<file path="config.mk">
export PLATFORM = sky130hd
export DESIGN_NAME = low_power_wake_sequencer
export DESIGN_NICKNAME = d
export VERILOG_FILES = /design/src/design/wake_seq_pkg.sv /design/src/design/low_power_wake_sequencer.sv
export VERILOG_INCLUDE_DIRS = /design/src /design/src/design
export SDC_FILE = /design/constraint.sdc
export NUM_CORES = 1
export LEC_CHECK = 0
export ABC_AREA = 1
export BUFFER_PORTS_ARGS = -buffer_cell sky130_fd_sc_hd__buf_2
export CAP_MARGIN = 20
export CELL_PAD_IN_SITES_DETAIL_PLACEMENT = 1
export CELL_PAD_IN_SITES_GLOBAL_PLACEMENT = 2
export CORE_ASPECT_RATIO = 0.5
export CORE_MARGIN = 3
export CORE_UTILIZATION = 36
export CTS_CLUSTER_DIAMETER = 80
export CTS_CLUSTER_SIZE = 40
export DETAILED_ROUTE_END_ITERATION = 7
export PLACE_DENSITY = 0.84
export SKIP_CTS_REPAIR_TIMING = 1
export SLEW_MARGIN = 0
export SYNTH_ARGS = -nofsm -noshare
export SYNTH_HDL_FRONTEND = slang
export SYNTH_SLANG_ARGS = --single-unit
</file>
<file path="constraint.sdc">
create_clock -name clk_sys -period 4.55 [get_ports clk_sys]
set_input_delay 0.2275 -clock clk_sys [delete_from_list [all_inputs] [get_ports clk_sys]]
set_output_delay 0.2275 -clock clk_sys [all_outputs]
set_load 0.05 [all_outputs]
</file>
<file path="src/design/wake_seq_defs.svh">
// timing counts and field positions for the wake sequencer
`ifndef WAKE_SEQ_DEFS_SVH
`define WAKE_SEQ_DEFS_SVH

`define CLK_HZ              20000000
// recovery times in microseconds, as documented
`define OFF_WAKE_US         25000
`define HIB_WAKE_US         20000
`define DOZE_WAKE_US        300
`define DEEP_REG_3V_US      50
`define DEEP_REG_2V_US      80
`define LIGHT_MIN_US        100
`define XTAL_LOCK_US        2400
`define XTAL_COLD_US        180000
// cycle counts derived from the clock rate (US2CYC_DN and US2CYC_UP are the same whole-MHz multiply, no rounding)
`define US2CYC_DN(u)        (((u) * (`CLK_HZ / 1000000)))
`define US2CYC_UP(u)        (((u) * (`CLK_HZ / 1000000)))
`define DOZE_WAKE_CYC       `US2CYC_DN(`DOZE_WAKE_US)
`define DEEP_REG_3V_CYC     `US2CYC_UP(`DEEP_REG_3V_US)
`define DEEP_REG_2V_CYC     `US2CYC_UP(`DEEP_REG_2V_US)
`define LIGHT_MIN_CYC       `US2CYC_UP(`LIGHT_MIN_US)

// register byte offsets
`define REG_CTRL            8'h00
`define REG_STATUS          8'h04
`define REG_MODEM_CMD       8'h08
`define REG_MCU_CMD         8'h0C

// ctrl field positions
`define CTRL_ATTENTION_WAKE_N_IRQ_EN    0
`define CTRL_MODEM_CLOCK_OUT_EN        1
`define CTRL_MODEM_CLOCK_OUT_IN_DOZE   2
`define CTRL_OSC_KEEP       3
`define CTRL_LOW_VDD        4
`define CTRL_MODEM_CLOCK_OUT_DIV_LSB   8
`define CTRL_MODEM_CLOCK_OUT_DIV_W     8
`define CTRL_RESET          32'h0000_0003
`define MODEM_CLOCK_OUT_DIV_DEFAULT    8'hFF

// command codes and power-down cycle count
`define CMD_MODEM_HIB       2'h1
`define CMD_MODEM_DOZE      2'h2
`define CMD_MCU_DEEP        2'h1
`define CMD_MCU_LIGHT       2'h2
`define PD_LAST_CYCLES      8'h80

`endif

</file>
<file path="src/design/wake_seq_pkg.sv">
// types for the wake sequencer
package wake_seq_pkg;
  typedef enum logic [2:0] {
    M_IDLE, M_PWRDN, M_OFF, M_HIB, M_DOZE, M_WAKE
  } modem_state_t;
  typedef enum logic [2:0] {
    C_RUN, C_DEEP, C_LIGHT, C_REG_WAIT, C_LOCK_WAIT
  } mcu_state_t;
  typedef enum logic [1:0] {
    W_NONE, W_RESET, W_ATTENTION_WAKE_N, W_TIMER
  } wake_cause_t;
endpackage

</file>
<file path="src/design/low_power_wake_sequencer.sv">
// wake sequencer for modem and controller low power states
`timescale 1ns/100ps
`include "wake_seq_defs.svh"
module low_power_wake_sequencer
  import wake_seq_pkg::*;
#(
  parameter int unsigned OFF_WAKE_CYC  = `US2CYC_DN(`OFF_WAKE_US),
  parameter int unsigned HIB_WAKE_CYC  = `US2CYC_DN(`HIB_WAKE_US),
  parameter int unsigned XTAL_LOCK_CYC = `US2CYC_DN(`XTAL_LOCK_US),
  parameter int unsigned XTAL_COLD_CYC = `US2CYC_DN(`XTAL_COLD_US),
  parameter int unsigned DOZE_TMR_CYC  = 32'd20000
) (
  // clock, reset, enable
  input  wire logic        clk_sys,
  input  wire logic        rstn,
  input  wire logic        clk_en,
  // ahb-lite slave
  input  wire logic        hsel,
  input  wire logic [7:0]  haddr,
  input  wire logic [1:0]  htrans,
  input  wire logic        hwrite,
  input  wire logic [2:0]  hsize,
  input  wire logic [31:0] hwdata,
  input  wire logic        hready,
  output logic      [31:0] hrdata,
  output logic             hreadyout,
  output logic             hresp,
  // pins from outside
  input  wire logic        modem_reset_n,
  input  wire logic        attention_wake_n,
  input  wire logic        mcu_reset_req,
  // modem side outputs
  output logic             modem_clock_out,
  output logic             attention_wake_n_irq,
  output logic             timer_irq,
  output logic             modem_idle,
  // controller side outputs
  output logic             mcu_running,
  output logic             bus_clk_internal,
  output logic             ext_ref_enable,
  output logic             rti_on_ext_clock
);

  // synchronisers for outside pins
  logic [2:0] sync1_q;
  logic [2:0] sync2_q;
  always_ff @(posedge clk_sys) begin
    if (!rstn) begin
      // idle levels of the pins: no false controller reset after rstn
      sync1_q <= 3'h3;
      sync2_q <= 3'h3;
    end else if (clk_en) begin
      sync1_q <= {mcu_reset_req, attention_wake_n, modem_reset_n};
      sync2_q <= sync1_q;
    end
  end
  wire rst_n_s  = sync2_q[0];
  wire attention_wake_n_n_s = sync2_q[1];
  wire mcu_rst_s = sync2_q[2];

  logic attention_wake_n_n_prev_q;
  logic rst_n_prev_q;
  always_ff @(posedge clk_sys) begin
    if (!rstn) begin
      attention_wake_n_n_prev_q <= 1'b1;
      rst_n_prev_q  <= 1'b1;
    end else if (clk_en) begin
      attention_wake_n_n_prev_q <= attention_wake_n_n_s;
      rst_n_prev_q  <= rst_n_s;
    end
  end
  wire attention_wake_n_fall = attention_wake_n_n_prev_q & ~attention_wake_n_n_s;
  wire rst_rise  = ~rst_n_prev_q & rst_n_s;

  // registers
  logic [31:0] ctrl_q;
  logic [1:0]  modem_cmd_q;
  logic [1:0]  mcu_cmd_q;
  logic [7:0]  modem_clock_out_div_q;

  // ahb decode
  logic       dph_wr_q;
  logic [7:0] dph_addr_q;
  wire addr_phase = hsel & hready & htrans[1];
  always_ff @(posedge clk_sys) begin
    if (!rstn) begin
      dph_wr_q   <= 1'b0;
      dph_addr_q <= 8'h00;
    end else if (clk_en) begin
      dph_wr_q   <= addr_phase & hwrite;
      dph_addr_q <= haddr;
    end
  end

  function automatic logic hit(input logic [7:0] a, input logic [7:0] off);
    hit = (a == off);
  endfunction

  wire wr_ctrl  = dph_wr_q & hit(dph_addr_q, `REG_CTRL);
  wire wr_mcmd  = dph_wr_q & hit(dph_addr_q, `REG_MODEM_CMD);
  wire wr_ccmd  = dph_wr_q & hit(dph_addr_q, `REG_MCU_CMD);

  modem_state_t mstate_q;
  mcu_state_t   cstate_q;
  wake_cause_t  cause_q;
  logic [31:0]  mcnt_q;
  logic [31:0]  ccnt_q;
  logic [7:0]   pdcnt_q;
  logic         modem_clock_out_q;
  logic [7:0]   modem_clock_out_cnt_q;
  logic         attention_wake_n_irq_q;
  logic         timer_irq_q;

  wire [31:0] status_w = {16'h0000, 2'b00, cause_q, 1'b0, cstate_q, 5'h00, mstate_q};
  // read data latched at the address phase so it stands in the zero-wait data phase
  wire [31:0] rd_mux =
      hit(haddr, `REG_CTRL)      ? ctrl_q :
      hit(haddr, `REG_STATUS)    ? status_w :
      hit(haddr, `REG_MODEM_CMD) ? {30'h0, modem_cmd_q} :
      hit(haddr, `REG_MCU_CMD)   ? {30'h0, mcu_cmd_q} : 32'h0000_0000;

  always_ff @(posedge clk_sys) begin
    if (!rstn) begin
      ctrl_q      <= `CTRL_RESET;
      hrdata      <= 32'h0000_0000;
    end else if (clk_en) begin
      if (wr_ctrl)
        ctrl_q <= hwdata;
      if (addr_phase & ~hwrite)
        hrdata <= rd_mux;
    end
  end

  always_ff @(posedge clk_sys) begin
    if (!rstn) begin
      hreadyout <= 1'b1;
      hresp     <= 1'b0;
    end else if (clk_en) begin
      hreadyout <= 1'b1;
      hresp     <= 1'b0;
    end
  end

  wire attention_wake_n_en     = ctrl_q[`CTRL_ATTENTION_WAKE_N_IRQ_EN];
  wire modem_clock_out_en     = ctrl_q[`CTRL_MODEM_CLOCK_OUT_EN];
  wire modem_clock_out_doze   = ctrl_q[`CTRL_MODEM_CLOCK_OUT_IN_DOZE];
  wire osc_keep_running_in_stop = ctrl_q[`CTRL_OSC_KEEP];
  wire low_vdd     = ctrl_q[`CTRL_LOW_VDD];
  wire [7:0] div_w = ctrl_q[`CTRL_MODEM_CLOCK_OUT_DIV_LSB +: `CTRL_MODEM_CLOCK_OUT_DIV_W];

  // modem state machine
  wire pd_last   = (mstate_q == M_PWRDN) && (pdcnt_q == 8'h01);
  wire modem_clock_out_live = (mstate_q == M_IDLE) || (mstate_q == M_PWRDN) ||
                   ((mstate_q == M_DOZE) && modem_clock_out_doze);
  always_ff @(posedge clk_sys) begin
    if (!rstn) begin
      mstate_q    <= M_OFF;
      cause_q     <= W_NONE;
      mcnt_q      <= 32'h0;
      pdcnt_q     <= 8'h00;
      modem_cmd_q <= 2'h0;
      modem_clock_out_div_q  <= `MODEM_CLOCK_OUT_DIV_DEFAULT;
      attention_wake_n_irq_q  <= 1'b0;
      timer_irq_q <= 1'b0;
    end else if (clk_en) begin
      attention_wake_n_irq_q  <= 1'b0;
      timer_irq_q <= 1'b0;
      if (wr_mcmd)
        modem_cmd_q <= hwdata[1:0];
      if (!rst_n_s) begin
        mstate_q <= M_OFF;
      end else begin
        case (mstate_q)
          M_IDLE: if (modem_cmd_q != 2'h0) begin
            pdcnt_q     <= `PD_LAST_CYCLES;
            modem_cmd_q <= modem_cmd_q;
            mstate_q    <= M_PWRDN;
          end
          M_PWRDN: begin
            // attention in any cycle of power down is lost
            pdcnt_q <= pdcnt_q - 8'h01;
            if (pd_last) begin
              mcnt_q      <= 32'h0;
              mstate_q    <= (modem_cmd_q == `CMD_MODEM_HIB) ? M_HIB : M_DOZE;
              modem_cmd_q <= 2'h0;
            end
          end
          M_OFF: if (rst_rise) begin
            cause_q    <= W_RESET;
            modem_clock_out_div_q <= `MODEM_CLOCK_OUT_DIV_DEFAULT;
            mcnt_q     <= OFF_WAKE_CYC - 32'd1;
            mstate_q   <= M_WAKE;
          end
          M_HIB: if (attention_wake_n_fall) begin
            cause_q  <= W_ATTENTION_WAKE_N;
            mcnt_q   <= HIB_WAKE_CYC - 32'd1;
            mstate_q <= M_WAKE;
          end
          M_DOZE: begin
            mcnt_q <= mcnt_q + 32'd1;
            if (attention_wake_n_fall || mcnt_q >= DOZE_TMR_CYC - 32'd1) begin
              cause_q  <= attention_wake_n_fall ? W_ATTENTION_WAKE_N : W_TIMER;
              mcnt_q   <= 32'(`DOZE_WAKE_CYC) + {23'h0, modem_clock_out_div_q, 1'b0} - 32'd1;
              mstate_q <= M_WAKE;
            end
          end
          M_WAKE: begin
            // extra attention edges are ignored here
            mcnt_q <= mcnt_q - 32'd1;
            if (mcnt_q == 32'd0) begin
              mstate_q <= M_IDLE;
              attention_wake_n_irq_q  <= (cause_q == W_RESET) ||
                             ((cause_q == W_ATTENTION_WAKE_N) && attention_wake_n_en);
              timer_irq_q <= (cause_q == W_TIMER);
            end
          end
          default: mstate_q <= M_OFF;
        endcase
        if (mstate_q == M_IDLE)
          modem_clock_out_div_q <= div_w;  // held across hibernate
      end
    end
  end

  // clock output divider; runs in doze if asked
  always_ff @(posedge clk_sys) begin
    if (!rstn) begin
      modem_clock_out_q     <= 1'b0;
      modem_clock_out_cnt_q <= 8'h00;
    end else if (clk_en) begin
      if (!(modem_clock_out_live && (modem_clock_out_en || mstate_q == M_PWRDN))) begin
        modem_clock_out_q     <= 1'b0;
        modem_clock_out_cnt_q <= 8'h00;
      end else if (modem_clock_out_cnt_q >= modem_clock_out_div_q) begin
        modem_clock_out_q     <= ~modem_clock_out_q;
        modem_clock_out_cnt_q <= 8'h00;
      end else begin
        modem_clock_out_cnt_q <= modem_clock_out_cnt_q + 8'h01;
      end
    end
  end

  // controller stop recovery
  wire lock_fast = osc_keep_running_in_stop;
  always_ff @(posedge clk_sys) begin
    if (!rstn) begin
      cstate_q  <= C_RUN;
      ccnt_q    <= 32'h0;
      mcu_cmd_q <= 2'h0;
    end else if (clk_en) begin
      if (wr_ccmd)
        mcu_cmd_q <= hwdata[1:0];
      case (cstate_q)
        C_RUN: begin
          // wake timer starts from zero on every stop entry
          ccnt_q <= 32'h0;
          if (mcu_cmd_q == `CMD_MCU_DEEP) begin
            cstate_q  <= C_DEEP;
            mcu_cmd_q <= 2'h0;
          end else if (mcu_cmd_q == `CMD_MCU_LIGHT) begin
            cstate_q  <= C_LIGHT;
            mcu_cmd_q <= 2'h0;
          end
        end
        C_DEEP: begin
          ccnt_q <= ccnt_q + 32'd1;
          // modem irq, reset or periodic timer
          if (attention_wake_n_irq_q || timer_irq_q || mcu_rst_s || ccnt_q >= DOZE_TMR_CYC) begin
            ccnt_q   <= (low_vdd ? 32'(`DEEP_REG_2V_CYC)
                                 : 32'(`DEEP_REG_3V_CYC)) - 32'd1;
            cstate_q <= C_REG_WAIT;
          end
        end
        C_LIGHT: begin
          ccnt_q <= ccnt_q + 32'd1;
          if (attention_wake_n_irq_q || timer_irq_q || mcu_rst_s || ccnt_q >= DOZE_TMR_CYC) begin
            ccnt_q   <= 32'(`LIGHT_MIN_CYC) - 32'd1;
            cstate_q <= C_REG_WAIT;
          end
        end
        C_REG_WAIT: begin
          ccnt_q <= ccnt_q - 32'd1;
          if (ccnt_q == 32'd0) begin
            // lock time depends on whether the oscillator kept running
            ccnt_q   <= lock_fast ? XTAL_LOCK_CYC - 32'd1 : XTAL_COLD_CYC - 32'd1;
            cstate_q <= C_LOCK_WAIT;
          end
        end
        C_LOCK_WAIT: begin
          ccnt_q <= ccnt_q - 32'd1;
          if (ccnt_q == 32'd0 && (modem_clock_out_live || lock_fast || !modem_clock_out_en))
            cstate_q <= C_RUN;
        end
        default: cstate_q <= C_RUN;
      endcase
    end
  end

  // registered outputs
  always_ff @(posedge clk_sys) begin
    if (!rstn) begin
      modem_clock_out  <= 1'b0;
      attention_wake_n_irq         <= 1'b0;
      timer_irq        <= 1'b0;
      modem_idle       <= 1'b0;
      mcu_running      <= 1'b1;
      bus_clk_internal <= 1'b1;
      ext_ref_enable   <= 1'b0;
      rti_on_ext_clock <= 1'b0;
    end else if (clk_en) begin
      modem_clock_out  <= modem_clock_out_q;
      attention_wake_n_irq         <= attention_wake_n_irq_q;
      timer_irq        <= timer_irq_q;
      modem_idle       <= (mstate_q == M_IDLE);
      mcu_running      <= (cstate_q == C_RUN) || (cstate_q == C_LOCK_WAIT);
      bus_clk_internal <= (cstate_q != C_RUN);
      // no reference unless the modem clock state is live (idle, power down, or doze with clock kept); clock enable is not checked
      ext_ref_enable   <= osc_keep_running_in_stop && modem_clock_out_live;
      rti_on_ext_clock <= osc_keep_running_in_stop && modem_clock_out_live && modem_clock_out_doze;
    end
  end

endmodule

</file>
==> PnR_summary.wiki, run 1 <==
{| class="wikitable"
! Metric !! Value
|-
| Status || finished, violations left
|-
| Violations in the final reports || negative hold slack
|-
| Area of the placeable core || about 0.031 mm²
|-
| Number of enable-type register cells in the synthesized netlist || 0
|-
| Fraction of the cycle the final worst path needs || roughly 54%
|-
| Unique masters post-synth || 45
|-
| Total power density per cell area || about 560 mW/mm²
|-
| Synth Instances || between 1500 and 2000
|-
| Largest net degree at the start of global routing || 80
|-
| Peak supply drop || roughly 0.00028 V
|-
| Synthesized netlist net count || 1825
|-
| Net count of the finished layout || 1870
|-
| Number of buffers created by CTS || 17
|-
| Achievable frequency || about 410 MHz
|-
| Number of buffers on the longest clock path || 2
|-
| Cells traversed along the worst timing path || ha_1, nand4_1, nand2_1, nand2_1, nand2_1, nand2_2, nand2_2, nand2_1, nand3_1, nand2_1, nand2_1, a21oi_1
|-
| Cell area after synthesis || around 0.011 mm²
|-
| Final routed wire length divided by cell count || between 15 and 20 µm
|-
| DRC violations left || 0
|-
| Number of H-tree levels || 4
|-
| Worst path most repeated cell || nand2_1
|-
| Count of max-cap constraint violations || 0
|-
| HPWL reported at the end of detailed placement || about 27000 µm
|-
| WHS || -0.0148 ns
|-
| Type of element launching the critical path || flop
|-
| Class of the tightest hold or removal check || in -> reg
|-
| Crit path buffers/inverters || 0
|-
| Number of setup violations in the final report || 0
|-
| Global placer's final weighted congestion || 0.848
|-
| Most frequently used flop master after synthesis || dfxtp_1
|-
| Root Buffer || clkbuf_16
|-
| Flop and latch count out of synthesis || 192
|-
| Total die area || 0.0337 mm²
|-
| Maximum cell stage delay along the critical path || about 0.50 ns
|-
| Die outline height || between 100 and 150 µm
|-
| Sum of internal, switching and leakage power || approximately 7000 µW
|-
| # rows || 45
|-
| Wire length after detailed routing || between 30000 and 40000 µm
|-
| Antenna-violating nets left || 0
|-
| Unrepaired setup endpoints after global routing || false
|-
| Class of the most critical setup path || reg -> reg
|-
| Final setup skew || between 0.01 and 0.015 ns
|-
| Via count of the first global-routing pass || approximately 12000
|-
| Total negative setup slack || 0 ns
|-
| Dominant cells by area after synthesis || dfxtp_1 (34%), nand2_1 (14%), nor2_1 (9.0%)
|-
| Iteration-0 DRC count of the detailed router || roughly 700
|-
| CP Max Fanout || 14
|-
| Final hold violations || 2
|-
| Share of cells above drive strength 1 || about an eighth
|-
| Total routing resource utilization after global routing || between 20 and 25%
|-
| Largest area contributor in the synthesized netlist || dfxtp_1
|-
| Number of vias per cell after detailed routing || a little over 5
|-
| GRT overflow || 0
|-
| Total number of vias || 11500
|-
| Cell area after placement || approximately 0.012 mm²
|-
| Number of clock sinks || 192
|-
| Max Transition Viols Final || 0
|-
| Global-route wire length before repair || just over 60000 µm
|-
| Antenna violations before repair || 1
|-
| Area of all placed cells without fillers || between 0.01 and 0.015 mm²
|-
| Critical path data required time || ~4.9 ns
|-
| Die width || roughly 260 µm
|-
| Crit-path slowest cell || dfxtp_1
|-
| Shortest period the worst path allows || 2.46 ns
|-
| Static Leakage || ~0.0058 µW
|-
| Portion of the post-synthesis area used by sequential elements || 34.0%
|-
| Initial Utilization || ~37%
|-
| Number of top-level design ports || 96
|-
| Post-synthesis async set-or-reset flop share || 0%
|-
| Number of detailed-route iterations in the first pass || 5
|-
| Arrival time of data at the critical path endpoint || around 2.8 ns
|-
| Synth top area share || about 34%
|-
| YS warnings || 0
|-
| Family of cells with the greatest summed delay on the critical path || simple AND/OR/NAND/NOR gates
|-
| Slew headroom || 39.2%
|-
| Clock tree from TritonCTS || yes
|-
| Worst Max-Slew Pin Slew || between 0.9 and 1 ns
|-
| Worst setup EP type || flop
|-
| Mean cell area of the mapped netlist || 6.45 µm²
|-
| Area overhead of the layout relative to synthesis || 11.6%
|-
| Clock input transition at the sequential cells of the worst setup and hold paths || 0.08 ns
|-
| Port-buffer cells || about 90
|-
| Source-to-sink clock delay at the later pin of the worst-skew pair || ~0.46 ns
|}
[flip-flops by register name, indices dropped and copies added, names as in the netlist, 8 cells and up]
name / flops
ccnt_q: 32
ctrl_q: 32
dph_addr_q: 8
hrdata: 32
mcnt_q: 32
modem_clock_out_cnt_q: 8
modem_clock_out_div_q: 8
pdcnt_q: 8
[cell type report]
cell class / instances / area, µm²
Fill cell: 4105 / 18000
Tap cell: 423 / 529
Antenna cell: 1 / 2.50
Clock buffer: 22 / 474
Multi-Input combinational cell: 1314 / 6430
Inverter: 165 / 622
Clock inverter: 10 / 90.1
Sequential cell: 192 / 3840
Timing Repair Buffer: 106 / 608
[final timing paths]
kind	slack (ns)	cells after the start	to	startpoint
worst max-delay path	2.09	12	mcnt_q[10]	mcnt_q[0]
worst min-delay path	-0.01	3	ctrl_q[11]	hwdata[11]
worst max register to register	2.09	12	mcnt_q[10]	mcnt_q[0]
worst min register to register	0.47	2	sync1_q[0]	sync1_q[0]
[synth_stat cells (all sizes together), types with 2 or more instances]
library cell / number
conb: 2
nand3: 135
clkbuf: 36
nand3b: 4
nor2: 299
buf: 44
nand4: 36
a211oi: 8
o22ai: 2
o21bai: 2
nor3: 14
o221ai: 7
clkinv: 2
a21oi: 158
dfxtp: 192
inv: 163
xnor2: 10
a31o: 2
xor2: 38
nor4: 2
or2: 8
nand2: 432
nor3b: 2
a31oi: 3
o21ai: 113
ha: 20
o211ai: 16
[worst register-to-register path, stage by stage (launching register included)]
cell and delay, ns:
dfxtp_1 0.50, ha_1 0.35, nand4_1 0.25, nand2_1 0.15
nand2_1 0.06, nand2_1 0.08, nand2_2 0.22, nand2_2 0.29
nand2_1 0.13, nand3_1 0.12, nand2_1 0.06, nand2_1 0.05
a21oi_1 0.08
[metal layers]
metal,GRT usage [%],wire length [µm]
met1,28.6,17500
met2,39.4,18600
met3,3.60,862
met4,5.22,550
met5,0,0
[power by group]
group	switching [µW]	internal [µW]	leakage, µW
Sequential	193	1810	0.00156
Clock	757	761	0.000272
Combinational	2370	1150	0.00394
Total	3320	3720	0.00577
[metrics by stage]
stage / hold slack [ns] / utilization [%] / setup slack, ns / cells
final: -0.0148 / 41.1 / 2.09 / 2233
after global routing: 0.00294 / 41.1 / 1.91 / 2233
after CTS: -0.0299 / 40.9 / 2.08 / 2226
after detailed placement: 0.453 / 39.1 / 1.88 / 2194
after global placement: 0.442 / 39.0 / 1.99 / 2193
after floorplan: 0.354 / - / 2.91 / 1751
[kinds of logic after synthesis]
family / share of synthesized area (%)
adder cells (fa/ha/maj): 2.22
XOR/XNOR: 3.72
AO/OA/AOI/OAI: 14.8
flip-flops: 34.0
AND/OR/NAND/NOR: 36.1
buffers and inverters: 9.09
other: 0.0665
[placed cells by master, fill, tap and decap left out, types with 20 or more instances in the layout]
cell type | netlist | layout
a21oi_1 | 156 | 156
buf_2 | 30 | 89
dfxtp_1 | 192 | 192
ha_1 | 20 | 20
inv_1 | 149 | 149
nand2_1 | 410 | 410
nand3_1 | 127 | 127
nand4_1 | 36 | 36
nor2_1 | 270 | 270
nor2_2 | 20 | 20
o21ai_0 | 106 | 106
xor2_1 | 38 | 38
No activity file was read; power rests on OpenSTA's default activity.
==> run 2, diff against run 1 <==
- ABC_AREA: 1 -> 0
- PLACE_DENSITY: 0.84 -> 0.79
- clock period: 4.55 -> 2.3 ns (I/O delays scaled with it)
==> run 2 against run 1 <==
The run ends with negative hold slack, negative setup slack left; clock skew shrank 0.00057 ns; maximum frequency down 1.8%; die area fell by 5.8%; setup slack worse by 2.3 ns; critical path type unchanged; largest power group is now registers.
==> PnR_summary.wiki, run 2 <==
{| class="wikitable"
! Metric !! Value
|-
| Die outline height || ~130 µm
|-
| Number of H-tree levels || 4
|-
| HPWL reported at the end of detailed placement || roughly 29000 µm
|-
| Post-synthesis async set-or-reset flop share || 0%
|-
| Unique masters post-synth || between 80 and 90
|-
| Synth top area share || between 30% and 40%
|-
| Status || finished, violations left
|-
| PnR worst setup slack || -0.209 ns
|-
| Port-buffer cells || 89
|-
| Clock input transition at the sequential cells of the worst setup and hold paths || roughly 0.07 ns
|-
| Slew headroom || around 50%
|-
| Post-layout utilization of the core || 50.6%
|-
| Iteration-0 DRC count of the detailed router || 677
|-
| Most common library cell in the layout ignoring fill and taps || nand2_1
|-
| Mean cell area of the mapped netlist || around 8 µm²
|-
| Cells traversed along the worst timing path || or4_4, nor4_4, buf_4, and4_4, buf_8, buf_6, a21oi_2, a21oi_1, o221ai_1, a22o_1
|-
| Cell with the most instances after synthesis || nand2_1
|-
| Class of the most critical setup path || reg -> reg
|-
| Initial Utilization || a little under two fifths
|-
| # rows || 43
|-
| Number of detailed-route iterations in the first pass || 5
|-
| Antenna-violating nets left || 0
|-
| Largest net degree at the start of global routing || 84
|-
| Area overhead of the layout relative to synthesis || 35.1%
|-
| Final setup skew || approximately 0.011 ns
|-
| Worst setup EP type || flop
|-
| Achievable frequency || 399 MHz
|-
| Number of clock sinks || around 190
|-
| YS warnings || 0
|-
| Total power density per cell area || between 700 and 800 mW/mm²
|-
| Number of buffers on the longest clock path || 2
|-
| Clk network pwr share || a little under a third
|-
| Largest area contributor in the synthesized netlist || dfxtp_1
|-
| Cell area after synthesis || 0.0106 mm²
|-
| Sum of internal, switching and leakage power || 10000 µW
|-
| Global-route wire length before repair || around 60000 µm
|-
| Peak supply drop || ~0.0006 V
|-
| Synthesized netlist net count || approximately 1400
|-
| Net switching share of the total power || between 30% and 40%
|-
| Leading post-synthesis cells by instance count || nand2_1 (197), dfxtp_1 (192), o21ai_0 (102)
|-
| Total die area || roughly 0.032 mm²
|-
| Worst Max-Slew Pin Slew || approximately 0.74 ns
|-
| GRT overflow || 0
|-
| Violations in the final reports || negative hold slack, negative setup slack
|-
| Final hold violations || 2
|-
| Max Transition Viols Final || 0
|-
| Net count of the finished layout || approximately 1700
|-
| Static Leakage || between 0.005 and 0.006 µW
|-
| Die width || 249 µm
|-
| Area of the placeable core || 0.0284 mm²
|-
| Gate power share || 34.2%
|-
| Cell-internal power || roughly 6700 µW
|-
| Fillers || around 3400
|-
| Crit-path slowest cell || or4_4
|-
| Number of vias per cell after detailed routing || approximately 5.6
|-
| Flop pwr share || between 30% and 40%
|-
| Most frequently used flop master after synthesis || dfxtp_1
|-
| Dominant cells by area after synthesis || dfxtp_1 (36%), nand2_1 (7.0%), o21ai_0 (4.8%)
|-
| Global placer's final weighted congestion || a little over 0.9
|-
| CP Max Fanout || 8
|-
| Flop and latch count out of synthesis || between 150 and 200
|-
| Total number of vias || ~11000
|-
| Synth Instances || about 1400
|-
| Via count of the first global-routing pass || around 11000
|-
| Worst reg-to-reg setup slack || -0.21 ns
|-
| Number of setup violations in the final report || between 50 and 60
|-
| Wire length after detailed routing || 40800 µm
|-
| Switching power total || around 3300 µW
|-
| Final routed wire length divided by cell count || about 20 µm
|-
| DRC violations left || 0
|-
| Fraction of the cycle the final worst path needs || 109%
|-
| Count of max-cap constraint violations || 0
|-
| Share of cells above drive strength 1 || 27.0%
|-
| Family of cells with the greatest summed delay on the critical path || simple AND/OR/NAND/NOR gates
|-
| Most frequent cells in the layout || nand2_1 (191), dfxtp_1 (185), buf_4 (181), nor2_1 (95), buf_2 (88)
|-
| Critical path data required time || between 2 and 3 ns
|-
| Sequential cell area in the final layout || 0.00385 mm²
|-
| WHS || -0.0265 ns
|-
| Crit path buffers/inverters || 3
|-
| Class of the tightest hold or removal check || in -> reg
|-
| Combined area of the multi-input logic cells || around 0.0068 mm²
|-
| Root Buffer || clkbuf_16
|-
| Number of enable-type register cells in the synthesized netlist || 0
|-
| Source-to-sink clock delay at the later pin of the worst-skew pair || 0.46 ns
|-
| Shortest period the worst path allows || around 2.5 ns
|-
| Total negative setup slack || -5.80 ns
|-
| Arrival time of data at the critical path endpoint || 2.86 ns
|-
| Clock tree from TritonCTS || yes
|-
| Unrepaired setup endpoints after global routing || true
|-
| Number of buffers created by CTS || 17
|-
| Portion of the post-synthesis area used by sequential elements || around 36%
|-
| Number of top-level design ports || between 90 and 100
|-
| Total routing resource utilization after global routing || 24.3%
|-
| Type of element launching the critical path || flop
|-
| Antenna violations before repair || 1
|-
| Maximum cell stage delay along the critical path || about 0.55 ns
|}
## run 2: changes by cell type after synthesis, sizes merged, moves of 65 or more
| cell | delta |
|---|---|
| nand2 | -235 |
| inv | -134 |
| a21boi | +65 |
| nand3 | -68 |
| a21oi | -106 |
| nor2 | -199 |
## run 2: routing by layer
layer,up-vias,share of wire (%),track usage [%]
met2,179,51,44.2
met4,0,2.0,7.02
met5,-,0,0
met1,5562,44,30.3
met3,58,2.7,3.21
li1,5366,-,-
## run 2: final timing paths
path                   start          to  cells past startpoint
setup / recovery  mcnt_q[30]   mcnt_q[3]                     10
hold / removal        hwrite    dph_wr_q                      3
setup reg to reg  mcnt_q[30]   mcnt_q[3]                     10
hold reg to reg   hrdata[28]  hrdata[28]                      2
## run 2: worst min-delay path, delay by kind of cell
| kind | cells | cell delay [ns] |
|---|---|---|
| AO/OA/AOI/OAI | 1 | 0.08 |
| AND/OR/NAND/NOR | 1 | 0.08 |
| buffers and inverters | 1 | 0.11 |
## run 2: layout make-up
class	instances	area share (%)
Multi-Input combinational cell	1043	47.4
Sequential cell	192	26.9
Timing Repair Buffer	333	17.6
Tap cell	382	3.33
Clock buffer	20	3.18
Clock inverter	11	0.881
Inverter	29	0.759
Antenna cell	1	0.0174
## run 2: kinds of logic after synthesis
family          after synthesis  synth area share [%]
compound gates              355                  22.3
buf+inv                     122                  4.65
simple gates                594                  28.2
xor+xnor                     39                  3.22
fa+ha+maj                    20                  2.36
mux                          32                  3.03
flops                       192                  36.2
other cells                   2                0.0707
## run 2: power by group through the flow
stage	sequential, µW	combinational, µW	clock, µW
5_1_grt	3550	3690	3290
6_report	3540	3430	3080
4_1_cts	3520	2570	3160
3_3_place_gp	3600	2500	0
3_5_place_dp	3600	2560	0
2_1_floorplan	3570	1530	0
## run 2: through the flow
stage / cells / hold slack [ns] / area [µm²] / worst slack (ns)
after detailed placement: 1917 / 0.346 / 12700 / -0.335
final: 2011 / -0.0265 / 14300 / -0.209
after global routing: 2011 / 0.00263 / 14300 / -0.328
after floorplan: 1356 / 0.239 / 10700 / -0.182
after CTS: 1948 / -0.150 / 13200 / -0.324
after global placement: 1917 / 0.333 / 12700 / -0.285
==> run 3, diff against run 2 <==
- REMOVE_ABC_BUFFERS: unset -> 1
==> run 3 against run 2 <==
The flow finishes with violations (negative setup slack); first-iteration DRC count shrank 21%; cell count grew 1.2%; highest routed layer unchanged; critical path depth shrank 1; register-to-register slack lost 0.23 ns; critical path type unchanged.
==> PnR_summary.wiki, run 3 (synthesis gave the netlist of run 2 again) <==
{| class="wikitable"
! Metric !! Value
|-
| Number of clock sinks || 192
|-
| Status || finished, violations left
|-
| Number of vias per cell after detailed routing || ~5.6
|-
| Global placer's final weighted congestion || approximately 0.96
|-
| # rows || 43
|-
| Max Transition Viols Final || 0
|-
| Area of the placeable core || ~0.028 mm²
|-
| Die outline height || roughly 130 µm
|-
| Global-route wire length before repair || ~61000 µm
|-
| Source-to-sink clock delay at the later pin of the worst-skew pair || ~0.46 ns
|-
| Root Buffer || clkbuf_16
|-
| Static Leakage || approximately 0.0061 µW
|-
| Type of element launching the critical path || flop
|-
| Antenna-violating nets left || 0
|-
| Largest net degree at the start of global routing || 75
|-
| Via count of the first global-routing pass || 11200
|-
| Antenna violations before repair || 0
|-
| Total number of vias || roughly 11000
|-
| Most frequent cells in the layout || nand2_1 (192), buf_4 (189), dfxtp_1 (185), nor2_1 (88), buf_2 (88)
|-
| Number of buffers on the longest clock path || 2
|-
| Arrival time of data at the critical path endpoint || a little over 3 ns
|-
| Number of H-tree levels || 4
|-
| Final hold violations || 0
|-
| Die width || approximately 250 µm
|-
| Clock input transition at the sequential cells of the worst setup and hold paths || approximately 0.080 ns
|-
| Launching point of the worst reg2reg path || ccnt_q[1]
|-
| Critical path data required time || approximately 2.7 ns
|-
| Peak supply drop || 0.000560 V
|-
| WHS || ~0.034 ns
|-
| Number of top-level design ports || 96
|-
| Wire length after detailed routing || approximately 40000 µm
|-
| Class of the tightest hold or removal check || in -> reg
|-
| Crit-path slowest cell || or4_4
|-
| Shortest period the worst path allows || roughly 2.7 ns
|-
| Final setup skew || ~0.014 ns
|-
| Violations in the final reports || negative setup slack
|-
| Maximum cell stage delay along the critical path || 0.43 ns
|-
| Worst setup EP type || flop
|-
| HPWL reported at the end of detailed placement || 28400 µm
|-
| Achievable frequency || between 300 and 400 MHz
|-
| Worst Max-Slew Pin Slew || roughly 0.65 ns
|-
| Class of the most critical setup path || reg -> reg
|-
| Number of buffers created by CTS || 17
|-
| Number of setup violations in the final report || 54
|-
| Port-buffer cells || 89
|-
| Slew headroom || between 50 and 60%
|-
| Total power density per cell area || 697 mW/mm²
|-
| Hold path start || haddr[3]
|-
| Number of detailed-route iterations in the first pass || 5
|-
| Total negative setup slack || -10.23 ns
|-
| Initial Utilization || between 30% and 40%
|-
| Iteration-0 DRC count of the detailed router || between 500 and 600
|-
| GRT overflow || 0
|-
| CP Max Fanout || 2
|-
| PnR worst setup slack || -0.438 ns
|-
| Cells traversed along the worst timing path || inv_2, ha_4, or3b_4, or3_4, buf_4, or4_4, o21bai_1, a31oi_1, or3_1
|-
| Most common library cell in the layout ignoring fill and taps || nand2_1
|-
| Post-layout utilization of the core || about 52%
|-
| Worst setup path startpoint || ccnt_q[1]
|-
| Fraction of the cycle the final worst path needs || 119%
|-
| Area overhead of the layout relative to synthesis || 39.3%
|-
| DRC violations left || 0
|-
| Total die area || 0.0317 mm²
|-
| Total routing resource utilization after global routing || 24.0%
|-
| Share of cells above drive strength 1 || roughly 30%
|-
| Net count of the finished layout || between 1500 and 2000
|-
| Count of max-cap constraint violations || 0
|-
| Final routed wire length divided by cell count || ~20 µm
|-
| Unrepaired setup endpoints after global routing || true
|-
| Clock tree from TritonCTS || yes
|}
run 3: changes by cell type in the layout (fill, tap and decap cells not counted), sizes merged:
cell / previous run / this run
inv: 33 / 36
buf: 291 / 314
nand4b: 4 / 3
dlygate4sd3: 41 / 42
bufinv: 2 / 1
clkinv: 4 / 5
diode: 1 / 2
clkbuf: 21 / 19
run 3: final timing paths:
kind	to	slack, ns	depth (start not counted)
max	ccnt_q[14]	-0.44	9
min	dph_addr_q[3]	0.03	3
max reg2reg	ccnt_q[14]	-0.44	9
min reg2reg	hrdata[24]	0.47	2
run 3: per-stage QoR:
step | area, µm² | total power [µW] | cells | setup WS [ns]
after floorplan | 10200 | 4890 | 1263 | -0.513
after global placement | 12700 | 6260 | 1927 | -0.377
after detailed placement | 12700 | 6330 | 1927 | -0.423
after CTS | 13300 | 9550 | 1959 | -0.491
after global routing | 14800 | 10800 | 2034 | -0.515
final | 14800 | 10300 | 2036 | -0.438
run 3: critical path: cells and delay by family, from the launching register on:
family	cells	cell delay (ns)
AND/OR/NAND/NOR	4	1.58
buffers and inverters	2	0.23
flip-flops	1	0.33
adder cells (fa/ha/maj)	1	0.13
AO/OA/AOI/OAI	2	0.35
run 3: where the power goes:
part           internal (µW)  switching (µW)  total, µW  leakage [µW]
combinational           1720            1840       3560       0.00425
clock                   1610            1620       3230      0.000300
sequential              3420             111       3530       0.00156
run 3: cell type report:
cell class / count / area (µm²)
Antenna cell: 2 / 5.00
Clock buffer: 18 / 439
Clock inverter: 14 / 185
Fill cell: 3362 / 13600
Inverter: 29 / 109
Multi-Input combinational cell: 1042 / 6940
Sequential cell: 192 / 3850
Tap cell: 382 / 478
Timing Repair Buffer: 357 / 2770
run 3: per-layer routing:
metal / wire, µm / vias to the layer above / GRT usage, %
met5: 0 / - / 0
met4: 624 / 0 / 6.54
met3: 1860 / 51 / 4.60
met2: 19300 / 275 / 40.0
met1: 18600 / 5690 / 31.9
li1: - / 5424 / -
